**src/hdl/tlvic_pkg.sv**
```systemverilog
// Function
// - Fourteen sources, each low or high priority
// - Pending flag sets regardless of enables
// - Enabled pending source forces long call vector
// - Disabled source makes no request
// - Global enable bit gates all sources
// - Per-source enable and priority bits
// - Enable clear blocks request before multi-cycle
// - Hardware clears only four flags on vectoring
// - Flag still set after return re-requests
// - Software-set flag behaves like hardware one
// - High preempts low, high never preempted
// - All sources low priority after reset
// - Higher level wins, then lower order
// - Sample and decode every cycle
// - One instruction runs after return first
// - Worst latency return plus divide
// - Equal or lower waits for routine end
// - Vectors from 0x0003 step eight, 13 reserved
`default_nettype none
package tlvic_pkg;
   localparam int unsigned NUM_SRC   = 15;          // Order slots 0..14, slot 13 reserved
   localparam int unsigned RSVD_SLOT = 13;
   localparam int unsigned REG_AW    = 8;
   localparam logic [7:0]  ADDR_PIE  = 8'ha8;       // Primary enable
   localparam logic [7:0]  ADDR_PPRI = 8'hb8;       // Primary priority
   localparam logic [7:0]  ADDR_XIE  = 8'he6;       // Extended enable
   localparam logic [7:0]  ADDR_XPRI = 8'hf6;       // Extended priority
   localparam logic [7:0]  ADDR_PEND_LO = 8'hc0;    // Pending flags 0..7
   localparam logic [7:0]  ADDR_PEND_HI = 8'hc1;    // Pending flags 8..14
   localparam logic [7:0]  ADDR_STAT = 8'hc2;       // In-service and state
   localparam int unsigned GLB_EN_BIT = 7;
   localparam logic [7:0]  PPRI_RD_ONES = 8'h80;    // Unused top bit reads one
   localparam logic [7:0]  XIE_WMASK = 8'hbf;       // Reserved bit 6 not stored
   localparam logic [14:0] HW_CLR_MASK = 15'h000f;  // Orders 0..3 auto-clear
   localparam logic [14:0] VALID_MASK  = 15'h5fff;  // Slot 13 masked off
   localparam logic [15:0] VEC_BASE = 16'h0003;
   localparam int unsigned VEC_SHIFT = 3;           // Eight bytes per slot
   localparam int unsigned CALL_CYCLES = 4;
   localparam logic [2:0]  CALL_LAST = 3'h3;
   typedef enum logic [1:0] {
      TLV_IDLE  = 2'b00,
      TLV_CALL  = 2'b01,
      TLV_HOLD  = 2'b10
   } tlv_state_type;
   typedef struct packed {
      logic        valid;
      logic        high;
      logic [3:0]  order;
      logic [15:0] vector;
   } tlv_req_type;
endpackage
`default_nettype wire
```
**src/hdl/tlvic_ctrl.sv**
```systemverilog
`timescale 1ns/1ps
`default_nettype none
module tlvic_ctrl (
   input  wire logic                core_clk,
   input  wire logic                rstn,
   input  wire logic [14:0]         src_event,
   input  wire logic [7:0]          reg_addr,
   input  wire logic [7:0]          reg_wdata,
   input  wire logic                reg_wr,
   input  wire logic                reg_rd,
   output logic [7:0]               reg_rdata,
   input  wire logic                instr_done,
   input  wire logic                instr_multi_next,
   input  wire logic                return_from_irq_instr_done,
   output logic                     call_req,
   input  wire logic                call_ack,
   output tlvic_pkg::tlv_req_type   call_info,
   output logic [14:0]              pending,
   output logic [1:0]               in_service
);
   logic [7:0]               primary_enable_reg_ff;
   logic [7:0]               primary_priority_reg_ff;
   logic [7:0]               extended_enable_reg_ff;
   logic [7:0]               extended_priority_reg_ff;
   logic [14:0]              pend_ff;
   logic [1:0]               insvc_ff;
   logic                     post_return_from_irq_instr_ff;
   logic                     en_clr_ff;
   logic [2:0]               call_cnt_ff;
   tlvic_pkg::tlv_state_type state_ff;
   tlvic_pkg::tlv_req_type   req_ff;
   tlvic_pkg::tlv_req_type   nxt_req;
   logic [14:0]              en_vec;
   logic [14:0]              pri_vec;
   logic [14:0]              active;
   logic                     global_irq_enable;
   logic                     allow_hi;
   logic                     allow_lo;
   logic                     take;
   logic                     clr_en_wr;
   logic [14:0]              nxt_pend;
   logic [1:0]               nxt_insvc;

   // Source bit maps from the four control registers
   always_comb begin
      en_vec  = {extended_enable_reg_ff[7], 1'b0, extended_enable_reg_ff[5:0], primary_enable_reg_ff[6:0]};
      pri_vec = {extended_priority_reg_ff[7], 1'b0, extended_priority_reg_ff[5:0],
                 primary_priority_reg_ff[6:0]};
   end

   assign global_irq_enable = primary_enable_reg_ff[tlvic_pkg::GLB_EN_BIT];
   // Pending is ignored unless both enables are set
   assign active = pend_ff & en_vec & tlvic_pkg::VALID_MASK & {15{global_irq_enable}};

   // Preemption: high only if no high in service, low only if nothing in service
   assign allow_hi = ~insvc_ff[1];
   assign allow_lo = (insvc_ff == 2'b00);

   // Fixed-order pick with high level first; lowest order wins
   function automatic tlvic_pkg::tlv_req_type pick(input logic [14:0] act,
                                                   input logic [14:0] pri,
                                                   input logic ahi,
                                                   input logic alo);
      tlvic_pkg::tlv_req_type r;
      logic [14:0] hi;
      logic [14:0] lo;
      r = '0;
      hi = act & pri & {15{ahi}};
      lo = act & ~pri & {15{alo}};
      for (int i = 14; i >= 0; i--) begin
         if (lo[i]) begin
            r.valid = 1'b1;
            r.high  = 1'b0;
            r.order = 4'(i);
         end
      end
      for (int i = 14; i >= 0; i--) begin
         if (hi[i]) begin
            r.valid = 1'b1;
            r.high  = 1'b1;
            r.order = 4'(i);
         end
      end
      r.vector = tlvic_pkg::VEC_BASE + (16'(r.order) << tlvic_pkg::VEC_SHIFT);
      return r;
   endfunction

   // Decoded every cycle from live state
   assign nxt_req = pick(active, pri_vec, allow_hi, allow_lo);

   // Write to an enable register that clears a bit
   assign clr_en_wr = reg_wr && (((reg_addr == tlvic_pkg::ADDR_PIE) && |(primary_enable_reg_ff & ~reg_wdata))
                   || ((reg_addr == tlvic_pkg::ADDR_XIE) && |(extended_enable_reg_ff & ~reg_wdata)));

   // Vectoring point: end of an instruction, not the one right after return
   assign take = (state_ff == tlvic_pkg::TLV_IDLE) && nxt_req.valid && instr_done
                 && !post_return_from_irq_instr_ff && !(en_clr_ff && instr_multi_next);

   // Enable and priority registers; priorities low after reset
   always_ff @(posedge core_clk) begin
      if (!rstn) begin
         primary_enable_reg_ff    <= 8'h00;
         primary_priority_reg_ff  <= 8'h00;
         extended_enable_reg_ff   <= 8'h00;
         extended_priority_reg_ff <= 8'h00;
      end else if (reg_wr) begin
         if (reg_addr == tlvic_pkg::ADDR_PIE) begin
            primary_enable_reg_ff <= reg_wdata;
         end
         if (reg_addr == tlvic_pkg::ADDR_PPRI) begin
            primary_priority_reg_ff <= reg_wdata & ~tlvic_pkg::PPRI_RD_ONES;
         end
         if (reg_addr == tlvic_pkg::ADDR_XIE) begin
            extended_enable_reg_ff <= reg_wdata & tlvic_pkg::XIE_WMASK;
         end
         if (reg_addr == tlvic_pkg::ADDR_XPRI) begin
            extended_priority_reg_ff <= reg_wdata & tlvic_pkg::XIE_WMASK;
         end
      end
   end

   // Remembers an enable clear until the next instruction boundary
   always_ff @(posedge core_clk) begin
      if (!rstn) begin
         en_clr_ff <= 1'b0;
      end else if (clr_en_wr) begin
         en_clr_ff <= 1'b1;
      end else if (instr_done) begin
         en_clr_ff <= 1'b0;
      end
   end

   // Pending flags: events win over software clear and auto-clear
   always_comb begin
      nxt_pend = pend_ff;
      if (reg_wr && reg_addr == tlvic_pkg::ADDR_PEND_LO) begin
         nxt_pend[7:0] = reg_wdata;
      end
      if (reg_wr && reg_addr == tlvic_pkg::ADDR_PEND_HI) begin
         nxt_pend[14:8] = reg_wdata[6:0];
      end
      if (take && tlvic_pkg::HW_CLR_MASK[nxt_req.order]) begin
         nxt_pend[nxt_req.order] = 1'b0;
      end
      nxt_pend = (nxt_pend | src_event) & tlvic_pkg::VALID_MASK;
   end

   // Flag register
   always_ff @(posedge core_clk) begin
      if (!rstn) begin
         pend_ff <= 15'h0000;
      end else begin
         pend_ff <= nxt_pend;
      end
   end

   // Call sequencer: request, ack, four call cycles
   always_ff @(posedge core_clk) begin
      if (!rstn) begin
         state_ff    <= tlvic_pkg::TLV_IDLE;
         call_cnt_ff <= 3'h0;
         req_ff      <= '0;
      end else begin
         unique case (state_ff)
            tlvic_pkg::TLV_IDLE: begin
               if (take) begin
                  req_ff   <= nxt_req;
                  state_ff <= tlvic_pkg::TLV_HOLD;
               end
            end
            tlvic_pkg::TLV_HOLD: begin
               if (call_ack) begin
                  call_cnt_ff <= 3'h0;
                  state_ff    <= tlvic_pkg::TLV_CALL;
               end
            end
            tlvic_pkg::TLV_CALL: begin
               call_cnt_ff <= call_cnt_ff + 3'h1;
               if (call_cnt_ff == tlvic_pkg::CALL_LAST) begin
                  req_ff   <= '0;
                  state_ff <= tlvic_pkg::TLV_IDLE;
               end
            end
            default: begin
               state_ff <= tlvic_pkg::TLV_IDLE;
            end
         endcase
      end
   end

   // In-service per level; return clears the highest, a vector in the same cycle still sets
   always_comb begin
      nxt_insvc = insvc_ff;
      if (return_from_irq_instr_done) begin
         if (insvc_ff[1]) begin
            nxt_insvc[1] = 1'b0;
         end else begin
            nxt_insvc[0] = 1'b0;
         end
      end
      if (take) begin
         nxt_insvc[nxt_req.high] = 1'b1;
      end
   end

   // In-service register
   always_ff @(posedge core_clk) begin
      if (!rstn) begin
         insvc_ff <= 2'b00;
      end else begin
         insvc_ff <= nxt_insvc;
      end
   end

   // One instruction must run after a return before re-entry
   always_ff @(posedge core_clk) begin
      if (!rstn) begin
         post_return_from_irq_instr_ff <= 1'b0;
      end else if (return_from_irq_instr_done) begin
         post_return_from_irq_instr_ff <= 1'b1;
      end else if (instr_done) begin
         post_return_from_irq_instr_ff <= 1'b0;
      end
   end

   // Register read port, data one cycle after strobe
   always_ff @(posedge core_clk) begin
      if (!rstn) begin
         reg_rdata <= 8'h00;
      end else if (reg_rd) begin
         unique case (reg_addr)
            tlvic_pkg::ADDR_PIE:     reg_rdata <= primary_enable_reg_ff;
            tlvic_pkg::ADDR_PPRI:    reg_rdata <= primary_priority_reg_ff | tlvic_pkg::PPRI_RD_ONES;
            tlvic_pkg::ADDR_XIE:     reg_rdata <= extended_enable_reg_ff;
            tlvic_pkg::ADDR_XPRI:    reg_rdata <= extended_priority_reg_ff;
            tlvic_pkg::ADDR_PEND_LO: reg_rdata <= pend_ff[7:0];
            tlvic_pkg::ADDR_PEND_HI: reg_rdata <= {1'b0, pend_ff[14:8]};
            tlvic_pkg::ADDR_STAT:    reg_rdata <= {4'h0, state_ff, insvc_ff};
            default:                 reg_rdata <= 8'h00;
         endcase
      end
   end

   assign call_req   = (state_ff == tlvic_pkg::TLV_HOLD);
   assign call_info  = req_ff;
   assign pending    = pend_ff;
   assign in_service = insvc_ff;

   // Checks
   property p_no_req_disabled;
      @(posedge core_clk) disable iff (!rstn) take |-> global_irq_enable && en_vec[nxt_req.order];
   endproperty
   a_no_req_disabled: assert property (p_no_req_disabled) else $error("vector taken while disabled");

   property p_event_sets;
      @(posedge core_clk) disable iff (!rstn) (src_event != 15'h0000) |=> ((pend_ff & $past(src_event)
         & tlvic_pkg::VALID_MASK) == ($past(src_event) & tlvic_pkg::VALID_MASK));
   endproperty
   a_event_sets: assert property (p_event_sets) else $error("event did not set pending");

   property p_hi_not_preempted;
      @(posedge core_clk) disable iff (!rstn) insvc_ff[1] |-> !take;
   endproperty
   a_hi_not_preempted: assert property (p_hi_not_preempted) else $error("high routine preempted");

   property p_low_waits;
      @(posedge core_clk) disable iff (!rstn) (take && insvc_ff[0]) |-> nxt_req.high;
   endproperty
   a_low_waits: assert property (p_low_waits) else $error("equal level nested");

   property p_call_len;
      @(posedge core_clk) disable iff (!rstn)
         (state_ff == tlvic_pkg::TLV_HOLD && call_ack) |=> (state_ff == tlvic_pkg::TLV_CALL) [*4]
         ##1 (state_ff == tlvic_pkg::TLV_IDLE);
   endproperty
   a_call_len: assert property (p_call_len) else $error("call not four cycles");

   property p_vector;
      @(posedge core_clk) disable iff (!rstn) call_req |-> call_info.vector ==
         tlvic_pkg::VEC_BASE + (16'(call_info.order) << tlvic_pkg::VEC_SHIFT) && call_info.order != 4'hd;
   endproperty
   a_vector: assert property (p_vector) else $error("bad vector");

   property p_after_return_from_irq_instr;
      @(posedge core_clk) disable iff (!rstn) return_from_irq_instr_done |=> !take;
   endproperty
   a_after_return_from_irq_instr: assert property (p_after_return_from_irq_instr) else $error("no instruction after return");

   property p_hw_clear;
      @(posedge core_clk) disable iff (!rstn)
         (take && nxt_req.order > 4'h3 && !reg_wr) |=> pend_ff[$past(nxt_req.order)];
   endproperty
   a_hw_clear: assert property (p_hw_clear) else $error("software-cleared flag dropped");

   property p_multi_block;
      @(posedge core_clk) disable iff (!rstn) (en_clr_ff && instr_multi_next) |-> !take;
   endproperty
   a_multi_block: assert property (p_multi_block) else $error("taken after enable clear");

   property p_level_order;
      @(posedge core_clk) disable iff (!rstn) (take && !nxt_req.high) |-> (active & pri_vec) == 15'h0000 || !allow_hi;
   endproperty
   a_level_order: assert property (p_level_order) else $error("low beat high");

   property p_global_gate;
      @(posedge core_clk) disable iff (!rstn)
         !global_irq_enable |-> !take;
   endproperty
   a_global_gate: assert property (p_global_gate) else $error("vector with global enable off");

   property p_req_stands;
      @(posedge core_clk) disable iff (!rstn)
         (call_req && !call_ack) |=> call_req;
   endproperty
   a_req_stands: assert property (p_req_stands) else $error("call request dropped before ack");

   property p_info_held;
      @(posedge core_clk) disable iff (!rstn)
         (state_ff != tlvic_pkg::TLV_IDLE) |=> (state_ff == tlvic_pkg::TLV_IDLE) || $stable(call_info);
   endproperty
   a_info_held: assert property (p_info_held) else $error("call info changed mid call");

   // Quiet cycle needed, an event or a write may legally refill the flag
   property p_auto_clear;
      @(posedge core_clk) disable iff (!rstn)
         (take && tlvic_pkg::HW_CLR_MASK[nxt_req.order] && src_event == 15'h0000 && !reg_wr)
         |=> !pend_ff[$past(nxt_req.order)];
   endproperty
   a_auto_clear: assert property (p_auto_clear) else $error("auto-clear flag left set");

   property p_level_free;
      @(posedge core_clk) disable iff (!rstn)
         take |-> !insvc_ff[nxt_req.high];
   endproperty
   a_level_free: assert property (p_level_free) else $error("vector into a busy level");

   property p_insvc_set;
      @(posedge core_clk) disable iff (!rstn)
         take |=> insvc_ff[$past(nxt_req.high)];
   endproperty
   a_insvc_set: assert property (p_insvc_set) else $error("in-service not set on vector");

   property p_return_from_irq_instr_high;
      @(posedge core_clk) disable iff (!rstn)
         (return_from_irq_instr_done && !take && insvc_ff[1]) |=> !insvc_ff[1] && (insvc_ff[0] == $past(insvc_ff[0]));
   endproperty
   a_return_from_irq_instr_high: assert property (p_return_from_irq_instr_high) else $error("return did not clear high level");

   property p_return_from_irq_instr_low;
      @(posedge core_clk) disable iff (!rstn)
         (return_from_irq_instr_done && !take && insvc_ff == 2'b01) |=> (insvc_ff == 2'b00);
   endproperty
   a_return_from_irq_instr_low: assert property (p_return_from_irq_instr_low) else $error("return did not clear low level");

   property p_call_follows;
      @(posedge core_clk) disable iff (!rstn)
         take |=> call_req && call_info.valid;
   endproperty
   a_call_follows: assert property (p_call_follows) else $error("no call request after vector");

   property p_decode_now;
      @(posedge core_clk) disable iff (!rstn)
         (state_ff == tlvic_pkg::TLV_IDLE && instr_done && nxt_req.valid && !post_return_from_irq_instr_ff && !en_clr_ff) |-> take;
   endproperty
   a_decode_now: assert property (p_decode_now) else $error("boundary passed with request");

   // A single-cycle follower after an enable clear may still vector
   property p_single_ok;
      @(posedge core_clk) disable iff (!rstn)
         (state_ff == tlvic_pkg::TLV_IDLE && instr_done && nxt_req.valid && !post_return_from_irq_instr_ff
          && en_clr_ff && !instr_multi_next) |-> take;
   endproperty
   a_single_ok: assert property (p_single_ok) else $error("single-cycle follower blocked");

   property p_cnt_range;
      @(posedge core_clk) disable iff (!rstn)
         (state_ff == tlvic_pkg::TLV_CALL) |-> (call_cnt_ff <= tlvic_pkg::CALL_LAST);
   endproperty
   a_cnt_range: assert property (p_cnt_range) else $error("call counter overran");

   // No lower order of the chosen level may be active
   property p_order_win;
      @(posedge core_clk) disable iff (!rstn)
         take |-> ((active & (nxt_req.high ? pri_vec : ~pri_vec))
         & ((15'h0001 << nxt_req.order) - 15'h0001)) == 15'h0000;
   endproperty
   a_order_win: assert property (p_order_win) else $error("later order beat earlier");
endmodule
`default_nettype wire

```
**config.mk**
```make
export PLATFORM = sky130hd
export DESIGN_NAME = tlvic_ctrl
export DESIGN_NICKNAME = d
export VERILOG_FILES = /design/src/hdl/tlvic_pkg.sv /design/src/hdl/tlvic_ctrl.sv
export SDC_FILE = /design/constraint.sdc
export NUM_CORES = 1
export LEC_CHECK = 0
export ABC_AREA = 1
export BUFFER_PORTS_ARGS = -buffer_cell sky130_fd_sc_hd__buf_2
export CAP_MARGIN = 20
export CELL_PAD_IN_SITES_DETAIL_PLACEMENT = 0
export CELL_PAD_IN_SITES_GLOBAL_PLACEMENT = 1
export CORE_MARGIN = 1
export CORE_UTILIZATION = 41
export CTS_CLUSTER_DIAMETER = 150
export DETAILED_ROUTE_END_ITERATION = 8
export MAX_ROUTING_LAYER = met4
export PLACE_DENSITY = 0.94
export SYNTH_ARGS = -nofsm -noshare
export SYNTH_HDL_FRONTEND = slang
export SYNTH_SLANG_ARGS = --single-unit
```
**constraint.sdc**
```tcl
create_clock -name core_clk -period 4.9 [get_ports core_clk]
set_clock_uncertainty 0.2 [all_clocks]
set_input_delay 0.98 -clock core_clk [delete_from_list [all_inputs] [get_ports core_clk]]
set_output_delay 0.98 -clock core_clk [all_outputs]
set_load 0.05 [all_outputs]
```
==> results of run 1 <==
-- final cells by class --
class	instances	share of cell area
Clock buffer	10	0.0308
Clock inverter	6	0.0249
Inverter	110	0.0940
Multi-Input combinational cell	383	0.431
Sequential cell	67	0.300
Tap cell	111	0.0311
Timing Repair Buffer	77	0.0879
-- per-layer routing --
metal	track usage	vias up	wire length, um
li1	-	2006	-
met1	0.315	1803	5040
met2	0.395	130	5360
met3	0.0418	22	610
met4	0.109	0	333
met5	-	-	0
-- cell families after synthesis --
| kind of cell | count (synthesis) | synth area share |
|---|---|---|
| other | 1 | 0.000972 |
| and+or+nand+nor | 213 | 0.254 |
| AOI/OAI and AO/OA | 157 | 0.229 |
| buffers and inverters | 142 | 0.162 |
| adders and majority gates | 2 | 0.00648 |
| DFF | 67 | 0.347 |
-- flip-flops by register name, summed over array words and instances, names as in the netlist, 2 cells and up --
name and cells:
call_info 7, in_service 2, state_ff 2, extended_enable_reg_ff 7, primary_enable_reg_ff 8, extended_priority_reg_ff 7, pending 14, primary_priority_reg_ff 7
reg_rdata 8, call_cnt_ff 3
-- per-stage QoR --
step,hold WS (ps),instances,utilization,cell area (um2)
floorplan,233,592,-,3900
global placement,249,748,0.459,4220
detailed placement,249,748,0.459,4220
CTS,261,764,0.486,4470
global route,303,764,0.486,4470
finish,263,764,0.486,4470
-- cell usage in the layout (no fill, tap or decap), drive strengths merged, types with 15 or more instances in the layout --
cell | netlist | layout
nor2 | 49 | 49
nand2 | 105 | 105
nor3 | 29 | 29
a21oi | 61 | 61
buf | 21 | 77
inv | 108 | 109
o22ai | 15 | 15
dfxtp | 67 | 67
nand3 | 21 | 21
o21ai | 64 | 64
-- worst max-delay path: stages (launching register included) --
cell and delay, ps:
dfxtp_1 590, inv_8 90, nor2_1 230, inv_1 60
nor3_1 200, nor2_1 100, nand2_1 90, nor2_1 60
inv_1 70, nor2_2 50, nand2_1 100, nand3_1 70
nor3_1 130, and2_1 430, nand2_2 120, nor2_2 130
nand3_1 120, a21oi_1 140, nor2_1 50
-- how the worst max path moves through the flow --
stage | start | end | slack, ps | depth (start not counted)
3_5_place_dp | reg_addr[1] | pending[0]$_SDFF_PN0_ | 1580 | 9
2_1_floorplan | reg_addr[6] | pending[11]$_SDFF_PN0_ | 2070 | 10
5_1_grt | primary_enable_reg_ff[7]$_SDFFE_PN0P_ | pending[1]$_SDFF_PN0_ | 1350 | 16
4_1_cts | primary_enable_reg_ff[7]$_SDFFE_PN0P_ | pending[3]$_SDFF_PN0_ | 1790 | 18
6_report | primary_enable_reg_ff[7]$_SDFFE_PN0P_ | pending[3]$_SDFF_PN0_ | 1730 | 18
3_3_place_gp | reg_addr[1] | pending[3]$_SDFF_PN0_ | 1580 | 10
-- power by group through the flow --
stage	registers [mW]	logic [mW]	clock network, mW
floorplan	0.602	0.0602	0
global placement	0.576	0.118	0
detailed placement	0.576	0.120	0
CTS	0.563	0.120	0.585
global route	0.564	0.131	0.610
finish	0.563	0.121	0.581
==> out/results.ini, run 1 <==
[power]
p_int_uw = 935
ir_drop_v = 0.000188
swShare = 0.261
power.switching_uw = 331
p_leak_nw = 1.98
clkPwrFrac = 0.460
pwr-share-seq = 0.445
power.total_mw = 1.27
p_per_area_nw_per_um2 = 283
p_comb_frac = 0.095

[finish]
layout-drive-gt1-share = 0.188
multiInputGateArea_um2 = 1930
nFillCells = 943
antenna_cells = 0
fin_nets = 689
area_growth_syn_to_layout_pct = 15.9
regArea_um2 = 1340

[logic_synthesis]
synth_top_cell_area_share = 0.347
synth.top_cells.by_area = dfxtp_1, inv_1, nand2_1
syn-cell-area_um2 = 3860
synth_most_common_cell = inv_1
synth_area_per_cell_um2 = 6.63
yosys.area.top_type = dfxtp_1
synth_common_cells = inv_1, nand2_1, dfxtp_1, o21ai_0, a21oi_1
yosys_warnings = 0
synthArstFlopShare = 0
synth.distinct_cells = 40
synth_flop_cell = dfxtp_1
netlist_instances = 582
synth_enable_flop_cells = 0
ys_ff_latch = 67
ys_seq_area_frac = 0.347

[routing]
viasPerCell = 5.18
drtAntennaViolNets = 0
first_pass_iters = 6
routed_wl_um = 11300
vias = 3961
drc = 0
drt-initial-drc-count = 310
wl_per_cell_um = 14.8

[critical_path]
r2r_slack_ps = 1730
crit_path_end_kind = register
r2r_cells = 18
r2r_start = primary_enable_reg_ff[7]$_SDFFE_PN0P_
critPathKind = register to register
r2r-end = pending[3]$_SDFF_PN0_
cp_data_arrival_time_ps = 3190
crit_path_start_kind = register
required_ps = 4920
path_max_fanout = 9

[floorplanning]
initial_core_util = 0.420
die_area_um2 = 9810
ios = 87
rows = 35
core_um2 = 9200
die_y_um = 99.0
die_w_um = 99.0

[clock_network]
cts_resized = 0
cts_root_buf = clkbuf_8
cts-buffers-inserted = 9
cts_sinks = 67
clk_pin_slew_ps = 80
h-tree-depth = 3
cts_tree = done
cts_buffer_depth = 2
clk_latency_ps = 360
ctsHoldBuffers = 0
cts_setup_buffers = 0

[timing]
timing.final.crit_share = 0.646
report.final.hold_viol_count = 0
finalSetupTns_ps = 0
tightestPinTransition_ps = 795
setup_violations = 0
rsz0062_at_grt = no
slew_headroom = 0.468
fin_crit_ps = 3170
slew_viol_final = 0
post-route-worst-setup-slack_ps = 1730
max_freq_mhz = 316

[outcome]
run_status = complete, no violations

[placed_design]
portBuffers = 74
place.gp.congestion = 0.994
place_ws_ps = 1580
dp_hpwl_um = 8820

[min_path]
worstHoldEndpoint = call_info[21]$_SDFFE_PN0P_
hold_depth = 2
min_from = call_info[21]$_SDFFE_PN0P_
hp-class = register to register

[grt]
grt_pass1_vias = 3722
grt_pass1_wl_um = 18600
track_usage = 0.251
grt_overflow = 0
antenna_found_initial = 0
grt_max_degree = 43

[flow_run]
maxCapViolations = 0

Note: power is estimated with default switching activity, not from simulation.
==> run 2, diff against run 1 <==
Settings changed: ABC_AREA 1 to 0, CORE_UTILIZATION 41 to 36, PLACE_DENSITY 0.94 to 0.84.
Clock period 4.9 ns to 2.8 ns, I/O delays scaled along.
==> run 2 against run 1 <==
Count of clock-buffer cells in the layout grew 2. Worst setup slack lost 1400 ps. Total power grew 70%. Register-to-register slack lost 1400 ps. First-iteration DRC count grew 16%. Combinational power grew 94%. Die area grew 19%. Cell count shrank 7.3%. Core utilization shrank 4.5 points. Critical path depth shrank 11.
==> out/results.ini, run 2 <==
[logic_synthesis]
synth_most_common_cell = dfxtp_1
syn-cell-area_um2 = 4040
synth_common_cells = dfxtp_1, nand2_1, nand3_1, a21boi_0, o21a_1
synth.distinct_cells = 63
ys_seq_area_frac = 0.332
ys_ff_latch = 67
synth.top_cells.by_area = dfxtp_1, a21boi_0, nand3_1
yosys.area.top_type = dfxtp_1
synthArstFlopShare = 0
synth_flop_cell = dfxtp_1
synth_area_per_cell_um2 = 8.23
synth_enable_flop_cells = 0
synth_top_cell_area_share = 0.332
netlist_instances = 491
yosys_warnings = 0

[clock_network]
cts-buffers-inserted = 9
cts_root_buf = clkbuf_8
clk_latency_ps = 360
h-tree-depth = 3
clk_pin_slew_ps = 70
cts_buffer_depth = 2
cts_sinks = 67
ctsHoldBuffers = 0
cts_tree = done

[critical_path]
path_common_cell = a41oi_1
r2r_cells = 7
cpPeakStageDelay_ps = 460
r2r-end = call_info[17]$_SDFFE_PN0P_
required_ps = 2880
crit_buf_inv = 1
r2r_slack_ps = 290
cp_data_arrival_time_ps = 2590
crit_path_start_kind = register
path_max_fanout = 5
r2r_start = in_service[1]$_SDFF_PN0_
slowest_stage = or3b_2
cp_cell_sequence = buf_4 > or3b_2 > a41oi_1 > nor3b_1 > a41oi_1 > nand2_1 > o22ai_1
crit_family = compound AO/OA/AOI/OAI gates
critPathKind = register to register
crit_path_end_kind = register

[placed_design]
placed_area_um2 = 4550
dp_hpwl_um = 9750
place_ws_ps = 28.1
placed_cells = 691
portBuffers = 74
place.gp.congestion = 0.944

[floorplanning]
ios = 87
rows = 38
die_area_um2 = 11600
die_w_um = 108
core_um2 = 10900
die_y_um = 108
initial_core_util = 0.371

[timing]
slew_viol_final = 0
slew_headroom = 0.572
post-route-worst-setup-slack_ps = 295
rsz0062_at_grt = no
tightestPinTransition_ps = 636
max_freq_mhz = 399
fin_crit_ps = 2510
finalSetupTns_ps = 0
timing.final.crit_share = 0.895
setup_violations = 0
report.final.hold_viol_count = 0

[grt]
grt_pass1_vias = 3727
grt_max_degree = 47
antenna_found_initial = 0
grt_overflow = 0
grt_pass1_wl_um = 20200
track_usage = 0.240

[routing]
vias = 4079
viasPerCell = 5.76
routed_wl_um = 13100
drc = 0
first_pass_iters = 6
wl_per_cell_um = 18.5
drt-initial-drc-count = 360
drtAntennaViolNets = 0

[finish]
final_core_util = 0.442
area_growth_syn_to_layout_pct = 19.0
fin_nets = 604
largest_reg_flops = 14
nFillCells = 1106
layout-drive-gt1-share = 0.246
final-instance-count-excl-fill = 708
regArea_um2 = 1340
multiInputGateArea_um2 = 2460
final_cell_mix = buf_2, dfxtp_1, nand2_1, nand3_1, a21boi_0
layout_commonest_cell = buf_2
antenna_cells = 0
stdcell_area_um2 = 4810

[power]
p_per_area_nw_per_um2 = 448
ir_drop_v = 0.000193
p_leak_nw = 1.78

[flow_run]
maxCapViolations = 0

[min_path]
hold_depth = 2
hp-class = primary input to register
worstHoldEndpoint = pending[6]$_SDFF_PN0_
min_from = src_event[6]

[outcome]
run_status = complete, no violations

## run 2: cell count changes in the layout (fill, tap and decap cells not counted), moves of 32 or more
cell	delta
nor2_1	-32
o21ai_0	-50
a21oi_1	-37
nand2_1	-43
a21boi_0	+32
inv_1	-84
## run 2: report_power, final
part / internal (mW) / switching, mW / total (mW) / leakage [nW]
Combinational: 0.0701 / 0.165 / 0.235 / 1.12
Sequential: 0.968 / 0.0233 / 0.992 / 0.544
Clock: 0.549 / 0.377 / 0.925 / 0.113
## run 2: metrics by stage
stage               hold slack, ps  power, mW
floorplan                      256       1.17
global placement               246       1.24
detailed placement             257       1.25
CTS                            193       2.17
global route                   196       2.22
finish                         209       2.15
## run 2: worst max path at each step
stage / depth (start not counted) / to / startpoint
floorplan: 6 / pending[0]$_SDFF_PN0_ / in_service[1]$_SDFF_PN0_
global placement: 7 / pending[8]$_SDFF_PN0_ / reg_addr[2]
detailed placement: 7 / pending[9]$_SDFF_PN0_ / reg_addr[2]
CTS: 7 / pending[1]$_SDFF_PN0_ / in_service[1]$_SDFF_PN0_
global route: 7 / call_info[16]$_SDFFE_PN0P_ / in_service[1]$_SDFF_PN0_
finish: 7 / call_info[17]$_SDFFE_PN0P_ / in_service[1]$_SDFF_PN0_
## run 2: area by class of cell
class                           count  share of cell area
Clock buffer                       12              0.0323
Clock inverter                      4              0.0151
Inverter                           21              0.0164
Multi-Input combinational cell    373               0.512
Sequential cell                    67               0.279
Tap cell                          140              0.0364
Timing Repair Buffer               91               0.108
## run 2: logic make-up (layout without fill, tap and decap cells)
family,after synthesis,after routing,synth area share
and+or+nand+nor,180,180,0.243
AOI/OAI and AO/OA,160,160,0.290
DFF,67,67,0.332
buffers and inverters,61,128,0.0737
muxes,20,20,0.0542
adders and majority gates,2,2,0.00619
other,1,11,0.000928
## run 2: timing repair
item / CTS / global route
resized for setup: 0 / 4
setup buffers: 0 / 0
endpoints found under the setup margin: 0 / 3
## run 2: per-layer routing
layer / vias to the layer above / track usage / part of all wire
li1: 1936 / - / -
met1: 1952 / 0.306 / 0.43
met2: 167 / 0.365 / 0.47
met3: 24 / 0.0448 / 0.074
met4: 0 / 0.110 / 0.026
met5: - / - / 0
==> run 3, diff against run 2 <==
Settings changed: CELL_PAD_IN_SITES_DETAIL_PLACEMENT 0 to not set, CELL_PAD_IN_SITES_GLOBAL_PLACEMENT 1 to not set, CORE_UTILIZATION 36 to 50, PLACE_DENSITY 0.84 to 0.85.
==> run 3 against run 2 <==
Hold slack improved by 6.8 ps. Worst setup slack got worse by 97 ps. Global-route usage increased by 8.3 points. Die area decreased by 28%. Via count increased by 2.3%. First-iteration DRC count increased by 12%. Combinational power about the same. Wire length decreased by 2.1%. Clock power increased by 5.7%. Cell count decreased by 5.1%. Count of clock-buffer cells in the layout decreased by 3. Critical path type unchanged.
==> out/results.ini, run 3 (synthesis gave the netlist of run 2 again) <==
[power]
swShare = 0.262
p_leak_nw = 1.78
p_per_area_nw_per_um2 = 464
p_comb_frac = 0.106
p_int_mw = 1.63
clkPwrFrac = 0.444
power.switching_uw = 579
ir_drop_v = 0.000411
pwr-share-seq = 0.450

[outcome]
run_status = complete, no violations

[flow_run]
maxCapViolations = 0

[critical_path]
cp.depth = 6
r2r_cells = 6
critPathKind = register to register
crit_path_start_kind = register
cp_data_arrival_time_ps = 2610
crit_buf_inv = 0
required_ps = 2810
path_max_fanout = 8
cp_cell_sequence = or3b_2 > a41oi_1 > nor3b_1 > a41o_1 > a21oi_1 > o21ai_0
crit_path_end_kind = register
cpPeakStageDelay_ps = 500
crit_family = compound AO/OA/AOI/OAI gates
slowest_stage = dfxtp_1

[timing]
slew_viol_final = 0
max_freq_mhz = 384
slew_headroom = 0.196
post-route-worst-setup-slack_ps = 198
finalSetupTns_ps = 0
setup_violations = 0
tightestPinTransition_ps = 1200
timing.final.crit_share = 0.929
report.final.hold_viol_count = 0
rsz0062_at_grt = no
fin_crit_ps = 2600

[grt]
grt_pass1_wl_um = 20300
antenna_found_initial = 0
grt_overflow = 0
grt_pass1_vias = 3932
grt_max_degree = 46
track_usage = 0.323

[finish]
layout-drive-gt1-share = 0.244
layout_commonest_cell = buf_2
nFillCells = 716
fin_nets = 607
area_growth_syn_to_layout_pct = 17.6
final_cell_mix = buf_2, dfxtp_1, nand2_1, nand3_1, a21boi_0
antenna_cells = 0
largest_reg_flops = 14

[clock_network]
cts_resized = 0
clk_latency_ps = 350
h-tree-depth = 3
cts_sinks = 67
cts_root_buf = clkbuf_8
ctsHoldBuffers = 0
cts_setup_buffers = 0
clk_pin_slew_ps = 80
cts_tree = done
cts_buffer_depth = 2
cts-buffers-inserted = 9

[routing]
viasPerCell = 6.21
drc = 0
drtAntennaViolNets = 0
vias = 4171
wl_per_cell_um = 19.1
first_pass_iters = 5
drt-initial-drc-count = 403
routed_wl_um = 12800

[floorplanning]
die_area_um2 = 8440
rows = 32
core_um2 = 7770
initial_core_util = 0.520
die_y_um = 91.9
ios = 87
die_w_um = 91.9

[min_path]
hp-class = primary input to register
hold_depth = 2

[placed_design]
place.gp.congestion = 0.989
place_ws_ps = 50.1
dp_hpwl_um = 9390
portBuffers = 74

==> run 3: cell types whose count changed in the layout (fill, tap and decap cells not counted), sizes merged <==
cell	delta
buf	+4
clkbuf	-4
bufinv	+1
clkinv	+1
==> run 3: path summary, 6_finish.rpt <==
kind	start	to	slack (ps)
worst max-delay path	primary_enable_reg_ff[7]$_SDFFE_PN0P_	call_info[18]$_SDFFE_PN0P_	200
worst min-delay path	src_event[5]	pending[5]$_SDFF_PN0_	220
worst max register to register	primary_enable_reg_ff[7]$_SDFFE_PN0P_	call_info[18]$_SDFFE_PN0P_	200
worst min register to register	call_info[21]$_SDFFE_PN0P_	call_info[21]$_SDFFE_PN0P_	260
==> run 3: layout make-up <==
cell class	instances	area, um2	area share
Multi-Input combinational cell	373	2440	0.514
Sequential cell	67	1340	0.282
Timing Repair Buffer	94	520	0.110
Tap cell	102	128	0.0269
Clock buffer	9	124	0.0261
Clock inverter	6	115	0.0242
Inverter	21	78.8	0.0166
==> run 3: power by group through the flow <==
stage          Sequential, mW  Combinational [mW]  Clock [mW]
3_5_place_dp             1.02               0.231           0
3_3_place_gp             1.01               0.227           0
2_1_floorplan            1.05               0.119           0
6_report                0.994               0.234       0.978
5_1_grt                 0.995               0.247        1.03
4_1_cts                 0.993               0.231       0.988
==> run 3: through the flow <==
stage          cells  hold WS, ps  utilization  instance area, um2  power (mW)
2_1_floorplan    501          256            -                4080        1.17
3_3_place_gp     657          246        0.581                4510        1.24
3_5_place_dp     657          257        0.581                4510        1.25
4_1_cts          672          209        0.612                4750        2.21
5_1_grt          672          209        0.612                4750        2.28
6_report         672          216        0.612                4750        2.21
==> run 3: routing by layer <==
metal  GRT usage  share of wire  vias to the layer above
met5           -              0                        -
met4       0.125          0.035                        0
met3      0.0821          0.086                       43
met2       0.516           0.47                      233
met1       0.390           0.41                     1951
li1            -              -                     1944
